--- src/hw/cies_pkg.sv ---
// Shared constants and types for the instruction exception sequencer
package cies_pkg;
    localparam int unsigned WORD_W = 32;
    localparam int unsigned VEC_W = 8;
    typedef logic [WORD_W-1:0] cies_word_t;
    typedef logic [VEC_W-1:0] cies_vec_t;

    // Vector numbers for the fixed causes; values are arbitrary defaults
    localparam cies_vec_t VEC_GEN_ILLEGAL = 8'h10;
    localparam cies_vec_t VEC_SLOT_ILLEGAL = 8'h11;
    localparam cies_vec_t VEC_ADDR_ERR = 8'h12;

    // Stack step and alignment of stack and vector accesses
    localparam cies_word_t STACK_STEP = 32'h0000_0004;
    localparam logic [1:0] ALIGN_MASK = 2'h3;
    localparam int unsigned VEC_SHIFT = 2;
    localparam cies_word_t WORD_ZERO = 32'h0000_0000;

    typedef enum logic [2:0] {
        CAUSE_NONE,
        CAUSE_TRAP,
        CAUSE_SLOT,
        CAUSE_GEN,
        CAUSE_ADDR,
        CAUSE_INT
    } cies_cause_e;

    typedef enum logic [2:0] {
        S_IDLE,
        S_PUSH_SR,
        S_PUSH_PC,
        S_VEC_READ
    } cies_state_e;
endpackage

--- src/hw/cies_addr_unit.sv ---
// Stack decrement, vector address and alignment checks
`timescale 1ns/100ps
module cies_addr_unit
    import cies_pkg::*;
(
    // Operands
    input wire cies_pkg::cies_word_t sp,
    input wire cies_pkg::cies_word_t vector_table_base,
    input wire cies_pkg::cies_vec_t vec,
    // Results
    output cies_pkg::cies_word_t sp_dec,
    output cies_pkg::cies_word_t vec_addr,
    output logic sp_misaligned,
    output logic vbr_misaligned
);
    // Pointer is stepped even when misaligned, so it stays misaligned
    assign sp_dec = sp - STACK_STEP;
    assign vec_addr = vector_table_base + (cies_word_t'(vec) << VEC_SHIFT);
    assign sp_misaligned = |(sp[1:0] & ALIGN_MASK);
    assign vbr_misaligned = |(vector_table_base[1:0] & ALIGN_MASK);
endmodule

--- src/hw/cies_sequencer.sv ---
// Exception entry sequencer between instruction decoder and memory bus
`timescale 1ns/100ps
module cies_sequencer
    import cies_pkg::*;
(
    // Clock, reset, enable
    input wire logic CLOCK,
    input wire logic RST_B,
    input wire logic CE,
    // Decoder side
    input wire logic DEC_VALID,
    input wire cies_pkg::cies_word_t DEC_PC,
    input wire cies_pkg::cies_word_t DEC_NEXT_PC,
    input wire logic DEC_UNDEFINED,
    input wire logic DEC_PC_WRITE,
    input wire logic DEC_DELAYED_BRANCH,
    input wire cies_pkg::cies_word_t DEC_BRANCH_TARGET,
    input wire logic DEC_TRAP,
    input wire cies_pkg::cies_vec_t DEC_TRAP_VEC,
    input wire logic DEC_CSR_ACCESS,
    output logic DEC_HOLD,
    output logic DEC_IN_SLOT,
    // Exception sources
    input wire logic INT_REQ,
    input wire cies_pkg::cies_vec_t INT_VEC,
    output logic INT_ACK,
    input wire logic ADDR_ERR_REQ,
    output logic ADDR_ERR_PENDING,
    // Core registers
    input wire cies_pkg::cies_word_t STATUS_WORD,
    input wire cies_pkg::cies_word_t STACK_POINTER,
    input wire cies_pkg::cies_word_t VECTOR_TABLE_BASE,
    output logic SP_WE,
    output cies_pkg::cies_word_t SP_NEXT,
    // Memory bus
    output logic MEM_REQ,
    output logic MEM_WE,
    output cies_pkg::cies_word_t MEM_ADDR,
    output cies_pkg::cies_word_t MEM_WDATA,
    input wire logic MEM_ACK,
    input wire cies_pkg::cies_word_t MEM_RDATA,
    // Branch to handler
    output logic BRANCH_VALID,
    output cies_pkg::cies_word_t BRANCH_ADDR,
    output logic EXC_BUSY
);
    import cies_pkg::*;

    cies_state_e state_ff, nxt_state;
    cies_cause_e cause_ff, nxt_cause;
    cies_vec_t vec_ff, nxt_vec;
    cies_word_t pc_save_ff, nxt_pc_save;
    cies_word_t sp_ff, nxt_sp;
    cies_word_t target_ff, nxt_target;
    cies_word_t mem_addr_ff, nxt_mem_addr;
    cies_word_t mem_wdata_ff, nxt_mem_wdata;
    cies_word_t branch_addr_ff, nxt_branch_addr;
    logic mem_req_ff, nxt_mem_req;
    logic mem_we_ff, nxt_mem_we;
    logic branch_valid_ff, nxt_branch_valid;
    logic sp_we_ff, nxt_sp_we;
    logic slot_ff, nxt_slot;
    logic after_csr_ff, nxt_after_csr;
    logic pend_ff, nxt_pend;

    logic idle, dec_ok, slot_ill, gen_ill, trap_hit, addr_hit, int_hit;
    logic take, exec, err;
    cies_cause_e take_cause;
    cies_vec_t take_vec;
    cies_word_t take_pc;
    cies_word_t au_sp_in, au_sp_dec, au_vec_addr;
    logic au_sp_mis, au_vbr_mis;

    // Idle uses the live pointer; during entry the working copy
    assign au_sp_in = idle ? STACK_POINTER : sp_ff;

    cies_addr_unit u_addr (
        .sp(au_sp_in),
        .vector_table_base(VECTOR_TABLE_BASE),
        .vec(vec_ff),
        .sp_dec(au_sp_dec),
        .vec_addr(au_vec_addr),
        .sp_misaligned(au_sp_mis),
        .vbr_misaligned(au_vbr_mis)
    );

    assign idle = (state_ff == S_IDLE);
    assign dec_ok = CE & DEC_VALID & idle;
    assign slot_ill = slot_ff & (DEC_UNDEFINED | DEC_PC_WRITE);
    assign gen_ill = ~slot_ff & DEC_UNDEFINED;
    assign trap_hit = ~slot_ff & DEC_TRAP & ~DEC_UNDEFINED;
    // Pending error taken only at a later decode, so its bus cycle is over
    assign addr_hit = ~slot_ff & pend_ff;
    assign int_hit = ~slot_ff & ~after_csr_ff & INT_REQ;

    // Pending errors belong to older instructions, so they come first
    always_comb begin
        take_cause = CAUSE_NONE;
        take_vec = VEC_GEN_ILLEGAL;
        take_pc = DEC_PC;
        if (slot_ill) begin
            take_cause = CAUSE_SLOT;
            take_vec = VEC_SLOT_ILLEGAL;
            take_pc = target_ff;
        end else if (addr_hit) begin
            take_cause = CAUSE_ADDR;
            take_vec = VEC_ADDR_ERR;
        end else if (int_hit) begin
            take_cause = CAUSE_INT;
            take_vec = INT_VEC;
        end else if (gen_ill) begin
            take_cause = CAUSE_GEN;
            take_vec = VEC_GEN_ILLEGAL;
            take_pc = DEC_PC;
        end else if (trap_hit) begin
            take_cause = CAUSE_TRAP;
            take_vec = DEC_TRAP_VEC;
            take_pc = DEC_NEXT_PC;
        end
    end

    assign take = dec_ok & (take_cause != CAUSE_NONE);
    assign exec = dec_ok & (take_cause == CAUSE_NONE);

    // Decoder waits during entry and drops an instruction that traps
    assign DEC_HOLD = CE & DEC_VALID & (~idle | take);
    assign INT_ACK = take & (take_cause == CAUSE_INT);
    assign DEC_IN_SLOT = slot_ff;
    assign ADDR_ERR_PENDING = pend_ff;
    assign EXC_BUSY = ~idle;
    assign MEM_REQ = mem_req_ff;
    assign MEM_WE = mem_we_ff;
    assign MEM_ADDR = mem_addr_ff;
    assign MEM_WDATA = mem_wdata_ff;
    assign BRANCH_VALID = branch_valid_ff;
    assign BRANCH_ADDR = branch_addr_ff;
    assign SP_WE = sp_we_ff;
    assign SP_NEXT = sp_ff;

    always_comb begin
        nxt_state = state_ff;
        nxt_cause = cause_ff;
        nxt_vec = vec_ff;
        nxt_pc_save = pc_save_ff;
        nxt_sp = sp_ff;
        nxt_target = target_ff;
        nxt_mem_addr = mem_addr_ff;
        nxt_mem_wdata = mem_wdata_ff;
        nxt_mem_req = mem_req_ff;
        nxt_mem_we = mem_we_ff;
        nxt_branch_addr = branch_addr_ff;
        nxt_branch_valid = 1'b0;
        nxt_sp_we = 1'b0;
        nxt_slot = slot_ff;
        nxt_after_csr = after_csr_ff;
        nxt_pend = pend_ff;
        err = 1'b0;
        if (exec) begin
            nxt_slot = DEC_DELAYED_BRANCH;
            nxt_after_csr = DEC_CSR_ACCESS;
            if (DEC_DELAYED_BRANCH) begin
                nxt_target = DEC_BRANCH_TARGET;
            end
        end
        if (take) begin
            nxt_slot = 1'b0;
            nxt_after_csr = 1'b0;
            if (take_cause == CAUSE_ADDR) begin
                nxt_pend = 1'b0;
            end
        end
        case (state_ff)
            S_IDLE: begin
                if (take) begin
                    nxt_cause = take_cause;
                    nxt_vec = take_vec;
                    nxt_pc_save = take_pc;
                    nxt_sp = au_sp_dec;
                    nxt_mem_req = 1'b1;
                    nxt_mem_we = 1'b1;
                    nxt_mem_addr = au_sp_dec;
                    nxt_mem_wdata = STATUS_WORD;
                    err = au_sp_mis & (take_cause != CAUSE_ADDR);
                    nxt_state = S_PUSH_SR;
                end
            end
            S_PUSH_SR: begin
                if (MEM_ACK) begin
                    nxt_sp = au_sp_dec;
                    nxt_mem_addr = au_sp_dec;
                    nxt_mem_wdata = pc_save_ff;
                    err = au_sp_mis & (cause_ff != CAUSE_ADDR);
                    nxt_state = S_PUSH_PC;
                end
            end
            S_PUSH_PC: begin
                if (MEM_ACK) begin
                    nxt_mem_we = 1'b0;
                    nxt_mem_addr = au_vec_addr;
                    nxt_mem_wdata = WORD_ZERO;
                    err = au_vbr_mis & (cause_ff != CAUSE_ADDR);
                    nxt_state = S_VEC_READ;
                end
            end
            S_VEC_READ: begin
                if (MEM_ACK) begin
                    nxt_mem_req = 1'b0;
                    nxt_branch_valid = 1'b1;
                    nxt_branch_addr = MEM_RDATA;
                    nxt_sp_we = 1'b1;
                    nxt_state = S_IDLE;
                end
            end
            default: begin
                nxt_state = S_IDLE;
                nxt_mem_req = 1'b0;
            end
        endcase
        // New errors win over the clear of the accepted one
        if (err | ADDR_ERR_REQ) begin
            nxt_pend = 1'b1;
        end
    end

    always_ff @(posedge CLOCK or negedge RST_B) begin
        if (!RST_B) begin
            state_ff <= S_IDLE;
            cause_ff <= CAUSE_NONE;
            vec_ff <= VEC_GEN_ILLEGAL;
            pc_save_ff <= WORD_ZERO;
            sp_ff <= WORD_ZERO;
            target_ff <= WORD_ZERO;
            mem_addr_ff <= WORD_ZERO;
            mem_wdata_ff <= WORD_ZERO;
            branch_addr_ff <= WORD_ZERO;
            mem_req_ff <= 1'b0;
            mem_we_ff <= 1'b0;
            branch_valid_ff <= 1'b0;
            sp_we_ff <= 1'b0;
            slot_ff <= 1'b0;
            after_csr_ff <= 1'b0;
            pend_ff <= 1'b0;
        end else if (CE) begin
            state_ff <= nxt_state;
            cause_ff <= nxt_cause;
            vec_ff <= nxt_vec;
            pc_save_ff <= nxt_pc_save;
            sp_ff <= nxt_sp;
            target_ff <= nxt_target;
            mem_addr_ff <= nxt_mem_addr;
            mem_wdata_ff <= nxt_mem_wdata;
            branch_addr_ff <= nxt_branch_addr;
            mem_req_ff <= nxt_mem_req;
            mem_we_ff <= nxt_mem_we;
            branch_valid_ff <= nxt_branch_valid;
            sp_we_ff <= nxt_sp_we;
            slot_ff <= nxt_slot;
            after_csr_ff <= nxt_after_csr;
            pend_ff <= nxt_pend;
        end
    end
endmodule

--- config.mk ---
export PLATFORM = sky130hd
export DESIGN_NAME = cies_sequencer
export DESIGN_NICKNAME = d
export VERILOG_FILES = /design/src/hw/cies_pkg.sv /design/src/hw/cies_addr_unit.sv /design/src/hw/cies_sequencer.sv
export SDC_FILE = /design/constraint.sdc
export NUM_CORES = 1
export LEC_CHECK = 0
export BUFFER_PORTS_ARGS = -buffer_cell sky130_fd_sc_hd__buf_2
export CORE_MARGIN = 2
export CORE_UTILIZATION = 50
export DETAILED_ROUTE_END_ITERATION = 6
export HOLD_SLACK_MARGIN = 0.15
export PLACE_DENSITY = 0.82
export SYNTH_ARGS = -nofsm -noshare
export SYNTH_HDL_FRONTEND = slang
export SYNTH_SLANG_ARGS = --single-unit
export TNS_END_PERCENT = 50
--- constraint.sdc ---
create_clock -name CLOCK -period 9.3 [get_ports CLOCK]
set_clock_uncertainty 0.2 [all_clocks]
set_input_delay 1.395 -clock CLOCK [delete_from_list [all_inputs] [get_ports CLOCK]]
set_output_delay 1.395 -clock CLOCK [all_outputs]
set_load 0.1 [all_outputs]
==> impl_metrics.tcl, run 1 <==
set metrics [dict create \
    syn_nets 1338 \
    clockBufferDepth 3 \
    grt.total_usage 0.2759 \
    maxCapViolCount 0 \
    arrival_ns 3.20 \
    io_pins 389 \
    critPathTopFamily "buffers and inverters" \
    vias 9993 \
    multi_input_area_um2 5574 \
    worst_pin_slew_ns 1.184 \
    cts_tree "yes" \
    row_count 54 \
    setup_tns_ns 0 \
    reg2reg_slack_ns 5.06 \
    final.period_utilization 0.5160 \
    fin_ws_ns 4.501 \
    fill_cells 1833 \
    io_buffers 388 \
    drc_errors 0 \
    die_area_um2 23540 \
    start_util 0.5100 \
    synth_top_area_frac 0.4707 \
    hold_viol 0 \
    root_buffer "clkbuf_16" \
    dr.pass1.iters 5 \
    wire_per_inst_um 19.04 \
    synthCells 1072 \
    ys_seq_elements 211 \
    htree_levels 1 \
    final_common_cell "buf_2" \
    postCtsSetupBuffers 0 \
    grt_overflow_total 0 \
    layout_common_cells "buf_2 (387), dfrtp_1 (210), nor2_1 (146)" \
    grt_max_degree 94 \
    final_area_um2 14080 \
    yosysWarnings 0 \
    dp_hpwl_um 24400 \
    period_needed_ns 4.799 \
    critPathKind "flop to primary output" \
    grt_pass1_wl_um 52810 \
    async_flop_share 1.000 \
    maxSlewViolCount 0 \
    path_max_fanout 68 \
    nets 1695 \
    relSlewSlack 0.2079 \
    drtAntennaViolNets 0 \
    crit_buf_inv 3 \
    max_freq_ghz 0.2084 \
    synth_edf_count 0 \
    drive_gt1_frac 0.3783 \
    cpMaxStageDelayCell "buf_4" \
    ctsHoldBuffers 0 \
    crit_path_end_kind "primary output" \
    path_cells "inv_1, ha_2, buf_4, nand3_1, nor4_1, buf_2" \
    required_ns 7.71 \
    grt_pass1_vias 10050 \
    rsz0062_at_grt "no" \
    gp_congestion 0.9106 \
    wl_um 32930 \
    synth-main-ff-cell "dfrtp_1" \
    yosys.area.top_type "dfrtp_1" \
    postPlaceCellArea_um2 13300 \
    ys_top_cells_by_area "dfrtp_1 (47%), mux2_2 (8.9%), mux2i_1 (5.5%), nor2_1 (4.9%), a211oi_1 (2.8%)" \
    outcome "complete, no violations" \
    crit_path_max_incr_delay_ns 0.66 \
    ctsResizeCount 0 \
    antenna_found_initial 3 \
    seq_area_frac_synth 0.4730 \
    die_w_um 153.4 \
    hold_path_class "flop to flop" \
    drt_iter0_markers 618 \
    clkLatencyLatePin_ns 0.52 \
    finalSetupViolations 0 \
    regArea_um2 5281 \
    area_growth_pct 26.08 \
    worstSetupStartpointType "flop" \
    via_per_inst 5.780 \
    synth.cell_area_um2 11160 \
    die_h_um 153.4 \
    pre_cts_ws_ns 4.891 \
    clk_pin_slew_ns 0.06 \
    cts.sinks 211 \
    coreArea_um2 21890 \
    syn_area_per_cell_um2 10.41 \
    cts_buffers 24 \
    synth_cell_type_count 69 \
]
[layer usage]
layer  up-vias  global-route usage  part of all wire
li1       4616                   -                 -
met1      4845              0.3542              0.39
met2       466              0.4683              0.49
met3        66             0.06209             0.089
met4         0             0.08432             0.029
met5         -                   0                 0
[Yosys cell counts, drive strengths merged, types with 4 or more instances]
cell type,number
xnor2,35
nor2,146
a221o,14
a21o,38
nand2b,6
nand3,9
a21oi,31
buf,32
xor2,25
o211ai,7
mux2i,61
ha,13
o31ai,5
a22oi,7
dfrtp,210
a211oi,42
or2,4
mux2,88
inv,14
nor3b,10
nor2b,6
nor4,5
and3,6
o21ai,52
nor3,24
nand2,62
a221oi,33
or3,5
clkbuf,37
o22ai,8
[cell type report]
| cell class | count | area share |
|---|---|---|
| antenna | 3 | 0.0005333 |
| clock buffer | 34 | 0.04818 |
| clock inverter | 9 | 0.006222 |
| inverter | 15 | 0.004000 |
| multi-input combinational | 777 | 0.3960 |
| sequential | 211 | 0.3752 |
| tap | 280 | 0.02489 |
| timing repair buffer | 400 | 0.1450 |
[per-stage QoR]
step / instances / hold WS [ns] / util
after floorplan: 1072 / 0.2419 / -
after global placement: 1683 / 0.2596 / 0.6077
after detailed placement: 1683 / 0.2634 / 0.6077
after CTS: 1726 / 0.2759 / 0.6427
after global routing: 1728 / 0.2925 / 0.6429
final: 1729 / 0.2698 / 0.6430
[cells by family (layout without fill, tap and decap cells)]
family	after synthesis	in the layout	synth area share
compound gates	256	256	0.1643
xor+xnor	60	60	0.04707
fa+ha+maj	14	14	0.01636
buf+inv	84	458	0.03138
flops	211	211	0.4730
mux	149	149	0.1434
other cells	0	3	0
simple gates	298	298	0.1244
[worst reg2reg max path: stages, from the launching register on]
cell and delay, ns:
dfrtp_1 0.40, inv_1 0.12, ha_2 0.17, buf_4 0.66
mux2_2 0.53, inv_1 0.06, ha_1 0.19, o21ai_0 0.27
or2_1 0.45, or2_4 0.34, or4_1 0.46, a21oi_1 0.18
a221o_1 0.15
[sequential cells by signal, indices dropped and copies added, names as in the netlist]
name              flops
MEM_REQ               1
SP_NEXT              32
SP_WE                 1
after_csr_ff          1
cause_ff              3
MEM_WE                1
state_ff              2
vec_ff                8
MEM_ADDR             32
DEC_IN_SLOT           1
MEM_WDATA            32
ADDR_ERR_PENDING      1
BRANCH_ADDR          32
pc_save_ff           32
target_ff            32
[worst paths after layout]
path                                      from  cells past startpoint             end
worst max register to register     state_ff[0]                     12     SP_NEXT[24]
max in group asynchronous                RST_B                      2    MEM_WDATA[2]
worst min-delay path            pc_save_ff[18]                      1  pc_save_ff[18]
min in group asynchronous                RST_B                      1  BRANCH_ADDR[9]
worst max-delay path               state_ff[0]                      6         INT_ACK
worst min register to register  pc_save_ff[18]                      1  pc_save_ff[18]
Power of run 1 is not shown: default switching activity piles up to over one toggle a cycle in this logic, so the estimate is an artifact.
==> run 2: changes to the inputs <==
Settings changed: CORE_UTILIZATION 50 to 46, PLACE_DENSITY 0.82 to 0.79.
Clock period 9.3 ns to 4.3 ns, I/O delays scaled along.
==> run 2 against run 1 <==
Clock-buffer cell count is 1 lower. Core utilization decreased by 4.4 points. Critical path depth unchanged. Worst hold slack got worse by 0.14 ns. Sequential share of layout area fell by 0.97 points. Cell area grew 2.7%. Flip-flop and latch count did not move. Wire length is 3.4% higher. Setup slack got worse by 3.8 ns. Die area increased by 8.5%. Via count increased by 0.74%. Critical endpoint unchanged. Largest cell class unchanged.
==> impl_metrics.tcl, run 2 (synthesis gave the netlist of run 1 again) <==
set metrics [dict create \
    outcome "complete, no violations" \
    die_w_um 159.8 \
    antenna_found_initial 1 \
    htree_levels 1 \
    final.period_utilization 0.8314 \
    die_area_um2 25530 \
    dr.pass1.iters 5 \
    die_h_um 159.8 \
    n_antenna_cell 0 \
    drive_gt1_frac 0.3821 \
    grt_max_degree 125 \
    root_buffer "clkbuf_16" \
    clkLatencyLatePin_ns 0.52 \
    worstSetupStartpointType "flop" \
    drt_iter0_markers 822 \
    nets 1720 \
    clk_pin_slew_ns 0.06 \
    wl_um 34050 \
    ctsResizeCount 0 \
    dp_hpwl_um 25240 \
    drc_errors 0 \
    grt.total_usage 0.2588 \
    period_needed_ns 3.575 \
    arrival_ns 2.73 \
    cts_buffers 24 \
    wire_per_inst_um 18.97 \
    postCtsSetupBuffers 0 \
    io_buffers 388 \
    gp_congestion 0.9238 \
    setup_tns_ns 0 \
    grt_pass1_wl_um 53140 \
    required_ns 3.45 \
    grt_overflow_total 0 \
    clockBufferDepth 3 \
    use_met1 0.3182 \
    ctsHoldBuffers 12 \
    io_pins 389 \
    row_count 57 \
    crit_path_end_kind "primary output" \
    vias 10070 \
    worst_pin_slew_ns 1.077 \
    relSlewSlack 0.2810 \
    maxSlewViolCount 0 \
    via_per_inst 5.608 \
    path_max_fanout 32 \
    drtAntennaViolNets 0 \
    cts_tree "yes" \
    cts.sinks 211 \
    start_util 0.4631 \
    finalSetupViolations 0 \
    grt_pass1_vias 10120 \
    max_freq_ghz 0.2797 \
    hold_path_class "input pin to asynchronous set/reset pin" \
    grtUsageMet3 0.06468 \
    area_growth_pct 29.43 \
    maxCapViolCount 0 \
    critPathKind "flop to primary output" \
    coreArea_um2 24110 \
    top_usage_layer "met2" \
    rsz0062_at_grt "no" \
    grt_util_met2 0.4498 \
    layout_common_cells "buf_2 (387), dfrtp_1 (210), nor2_1 (146)" \
    final_common_cell "buf_2" \
    hold_viol 0 \
]
[run 2: cell count changes in the layout (fill, tap and decap cells not counted), sizes merged, moves of 2 or more]
cell / before / now
dlygate4sd3: 0 / 14
buf: 399 / 410
clkinv: 8 / 5
diode: 3 / 0
bufinv: 1 / 3
clkinvlp: 1 / 3
[run 2: worst paths after layout]
| check | from | endpoint | slack (ns) | cells past startpoint |
|---|---|---|---|---|
| worst max-delay path | state_ff[0] | INT_ACK | 0.72 | 6 |
| worst min-delay path | RST_B | BRANCH_ADDR[12] | 0.13 | 1 |
| worst max register to register | state_ff[0] | SP_NEXT[16] | 0.81 | 11 |
| worst min register to register | pc_save_ff[29] | pc_save_ff[29] | 0.28 | 1 |
| max in group asynchronous | RST_B | vec_ff[4] | 2.91 | 2 |
| min in group CLOCK | DEC_BRANCH_TARGET[24] | target_ff[24] | 0.16 | 2 |
[run 2: critical path, cell delays in order (launching register included)]
cell	delay, ns
dfrtp_1	0.40
inv_1	0.11
ha_2	0.22
buf_4	0.38
nand3_1	0.38
nor4_2	0.24
buf_2	0.47
[run 2: metrics by stage]
stage          std cells  cell area [µm²]  worst slack (ns)    util  hold slack (ns)
2_1_floorplan       1072            11170            0.3401       -           0.1494
3_3_place_gp        1738            13470            0.9198  0.5589           0.2598
3_5_place_dp        1738            13470            0.8664  0.5589           0.2671
4_1_cts             1793            14430            0.7196  0.5986           0.1502
5_1_grt             1795            14450            0.5840  0.5995           0.1528
6_report            1795            14450            0.7250  0.5995           0.1277
[run 2: final cells by class]
cell class	count	area, µm²
clock inverter	10	132.6
inverter	15	56.30
fill	2117	9656
clock buffer	33	705.7
tap	324	405.4
multi-input combinational	777	5580
sequential	211	5281
timing repair buffer	425	2288
[run 2: metal layers]
layer  share of wire  wire length, µm
met1            0.39            13340
met2            0.49            16630
met3           0.089             3030
met4           0.031             1043
met5         0.00038               13
Power of run 2 is left out for the same reason.
==> run 3: changes to the inputs <==
Settings changed: CORE_UTILIZATION 46 to 50, PLACE_DENSITY 0.79 to 0.82.
Clock period 4.3 ns to 3.7 ns, I/O delays scaled along.
==> run 3 against run 2 <==
Worst hold slack better by 0.022 ns. First-iteration DRC count down 7.2%. Sequential share of layout area down 2.1 points. Die area down 7.8%. Via count up 5.7%. Wire length up 9.0%. Core utilization up 10 points. Global-route usage up 4.8 points. Clock-buffer cell count up 3. Flip-flop and latch count unchanged. Cell area up 6.1%.
==> impl_metrics.tcl, run 3 (synthesis gave the netlist of run 1 again) <==
set metrics [dict create \
    htree_levels 1 \
    switching_share 0.5718 \
    p_int_uw 6974 \
    dr.pass1.iters 7 \
    hold_path_class "input pin to flop" \
    grt_max_degree 91 \
    regArea_um2 5281 \
    max_freq_ghz 0.2958 \
    clkLatencyLatePin_ns 0.52 \
    finalSetupViolations 0 \
    crit_path_end_kind "primary output" \
    worstReg2RegStart "state_ff[0]" \
    area_growth_pct 37.30 \
    maxSlewViolCount 0 \
    final_common_cell "buf_2" \
    power.leakage_uw 0.007433 \
    period_needed_ns 3.381 \
    critPathTopFamily "buffers and inverters" \
    layout_common_cells "buf_2 (387), dfrtp_1 (210), nor2_1 (146)" \
    drt_iter0_markers 763 \
    postPlaceCellArea_um2 13450 \
    worst_pin_slew_ns 0.7248 \
    rr_endpoint "SP_NEXT[24]" \
    worstSetupStartpointType "flop" \
    maxCapViolCount 0 \
    dp_hpwl_um 25730 \
    rr_worst_depth 11 \
    hold_path.startpoint "STATUS_WORD[21]" \
    io_pins 389 \
    drtAntennaViolNets 0 \
    gp_congestion 0.9581 \
    coreArea_um2 21890 \
    path_cells "inv_1, ha_2, buf_4, nand3_1, nor4_2, buf_2" \
    hold_depth 3 \
    crit_buf_inv 3 \
    reg2reg_slack_ns 0.37 \
    die_h_um 153.4 \
    grt_overflow_total 0 \
    path_max_fanout 22 \
    fill_cells 1604 \
    powerDensity_nw_per_um2 1063 \
    switching_power_uw 9314 \
    drive_gt1_frac 0.3600 \
    hold_viol 0 \
    required_ns 2.94 \
    final.period_utilization 0.9138 \
    grt_pass1_wl_um 58090 \
    wire_per_inst_um 20.11 \
    grt.total_usage 0.3072 \
    antenna_found_initial 3 \
    setup_tns_ns 0 \
    multi_input_area_um2 5580 \
    wl_um 37120 \
    io_buffers 388 \
    relSlewSlack 0.5168 \
    crit_path_max_incr_delay_ns 0.49 \
    final_area_um2 15330 \
    vias 10640 \
    cpMaxStageDelayCell "buf_2" \
    clockBufferDepth 3 \
    die_w_um 153.4 \
    rsz0062_at_grt "no" \
    grt_pass1_vias 10890 \
    drc_errors 0 \
    via_per_inst 5.766 \
    postCtsSetupBuffers 0 \
    clkPwrFrac 0.152 \
    cts.sinks 211 \
    clk_pin_slew_ns 0.06 \
    row_count 54 \
    peakVddDrop_uv 610.2 \
    seq_power_share 0.246 \
    critPathKind "flop to primary output" \
    start_util 0.5100 \
    cts_buffers 24 \
    die_area_um2 23540 \
    comb_power_share 0.602 \
    nets 1814 \
    hold_path_end "MEM_WDATA[21]" \
    arrival_ns 2.63 \
    outcome "complete, no violations" \
    root_buffer "clkbuf_16" \
    cts_tree "yes" \
]
run 3: repair_timing:
item | in CTS | in global routing
resized for setup | 0 | 0
hold buffers | 105 | 0
endpoints found under the hold margin | 189 | 0
run 3: routing by layer:
layer  vias up  share of wire  global-route usage
met5         -        0.00067                   0
met4         4          0.040              0.1241
met3       123          0.086             0.06663
met2       581           0.49              0.5281
met1      5103           0.38              0.3773
li1       4833              -                   -
run 3: how the worst max path moves through the flow:
stage | startpoint | end | slack [ns] | cells past startpoint
detailed placement | state_ff[0] | SP_NEXT[16] | 0.40 | 11
global placement | state_ff[0] | SP_NEXT[24] | 0.49 | 11
CTS | state_ff[0] | INT_ACK | 0.32 | 6
finish | state_ff[0] | INT_ACK | 0.32 | 6
global route | state_ff[0] | MEM_ADDR[31] | 0.1 | 10
floorplan | state_ff[0] | DEC_HOLD | -0.02 | 8
run 3: layout make-up:
type / count / area share
antenna: 2 / 0.0003265
clock buffer: 36 / 0.04808
multi-input combinational: 777 / 0.3641
tap: 280 / 0.02286
inverter: 15 / 0.003673
sequential: 211 / 0.3445
timing repair buffer: 519 / 0.2110
clock inverter: 6 / 0.005469
run 3: power by group through the flow:
| stage | Clock [µW] | Combinational (µW) | Sequential (µW) |
|---|---|---|---|
| global route | 2590 | 10300 | 4100 |
| floorplan | 0 | 2910 | 8720 |
| CTS | 2500 | 9760 | 3970 |
| detailed placement | 0 | 9650 | 4000 |
| global placement | 0 | 9510 | 3940 |
| finish | 2480 | 9800 | 4010 |
run 3: tightest hold or removal path, cell delays in order:
cell	delay, ns
buf_2	0.08
a221oi_1	0.08
nor2_1	0.11
run 3: stage by stage:
| stage | setup slack (ns) | util | total power [µW] | std cells | hold slack, ns |
|---|---|---|---|---|---|
| 2_1_floorplan | -0.01557 | - | 11630 | 1072 | 0.05941 |
| 4_1_cts | 0.3241 | 0.7000 | 16220 | 1844 | 0.1502 |
| 6_report | 0.3191 | 0.7002 | 16290 | 1846 | 0.1501 |
| 3_5_place_dp | 0.4038 | 0.6145 | 13640 | 1697 | 0.2671 |
| 5_1_grt | 0.09597 | 0.7001 | 16950 | 1845 | 0.1756 |
| 3_3_place_gp | 0.4851 | 0.6145 | 13450 | 1697 | 0.2589 |
Power figures use the tool's default switching activity.
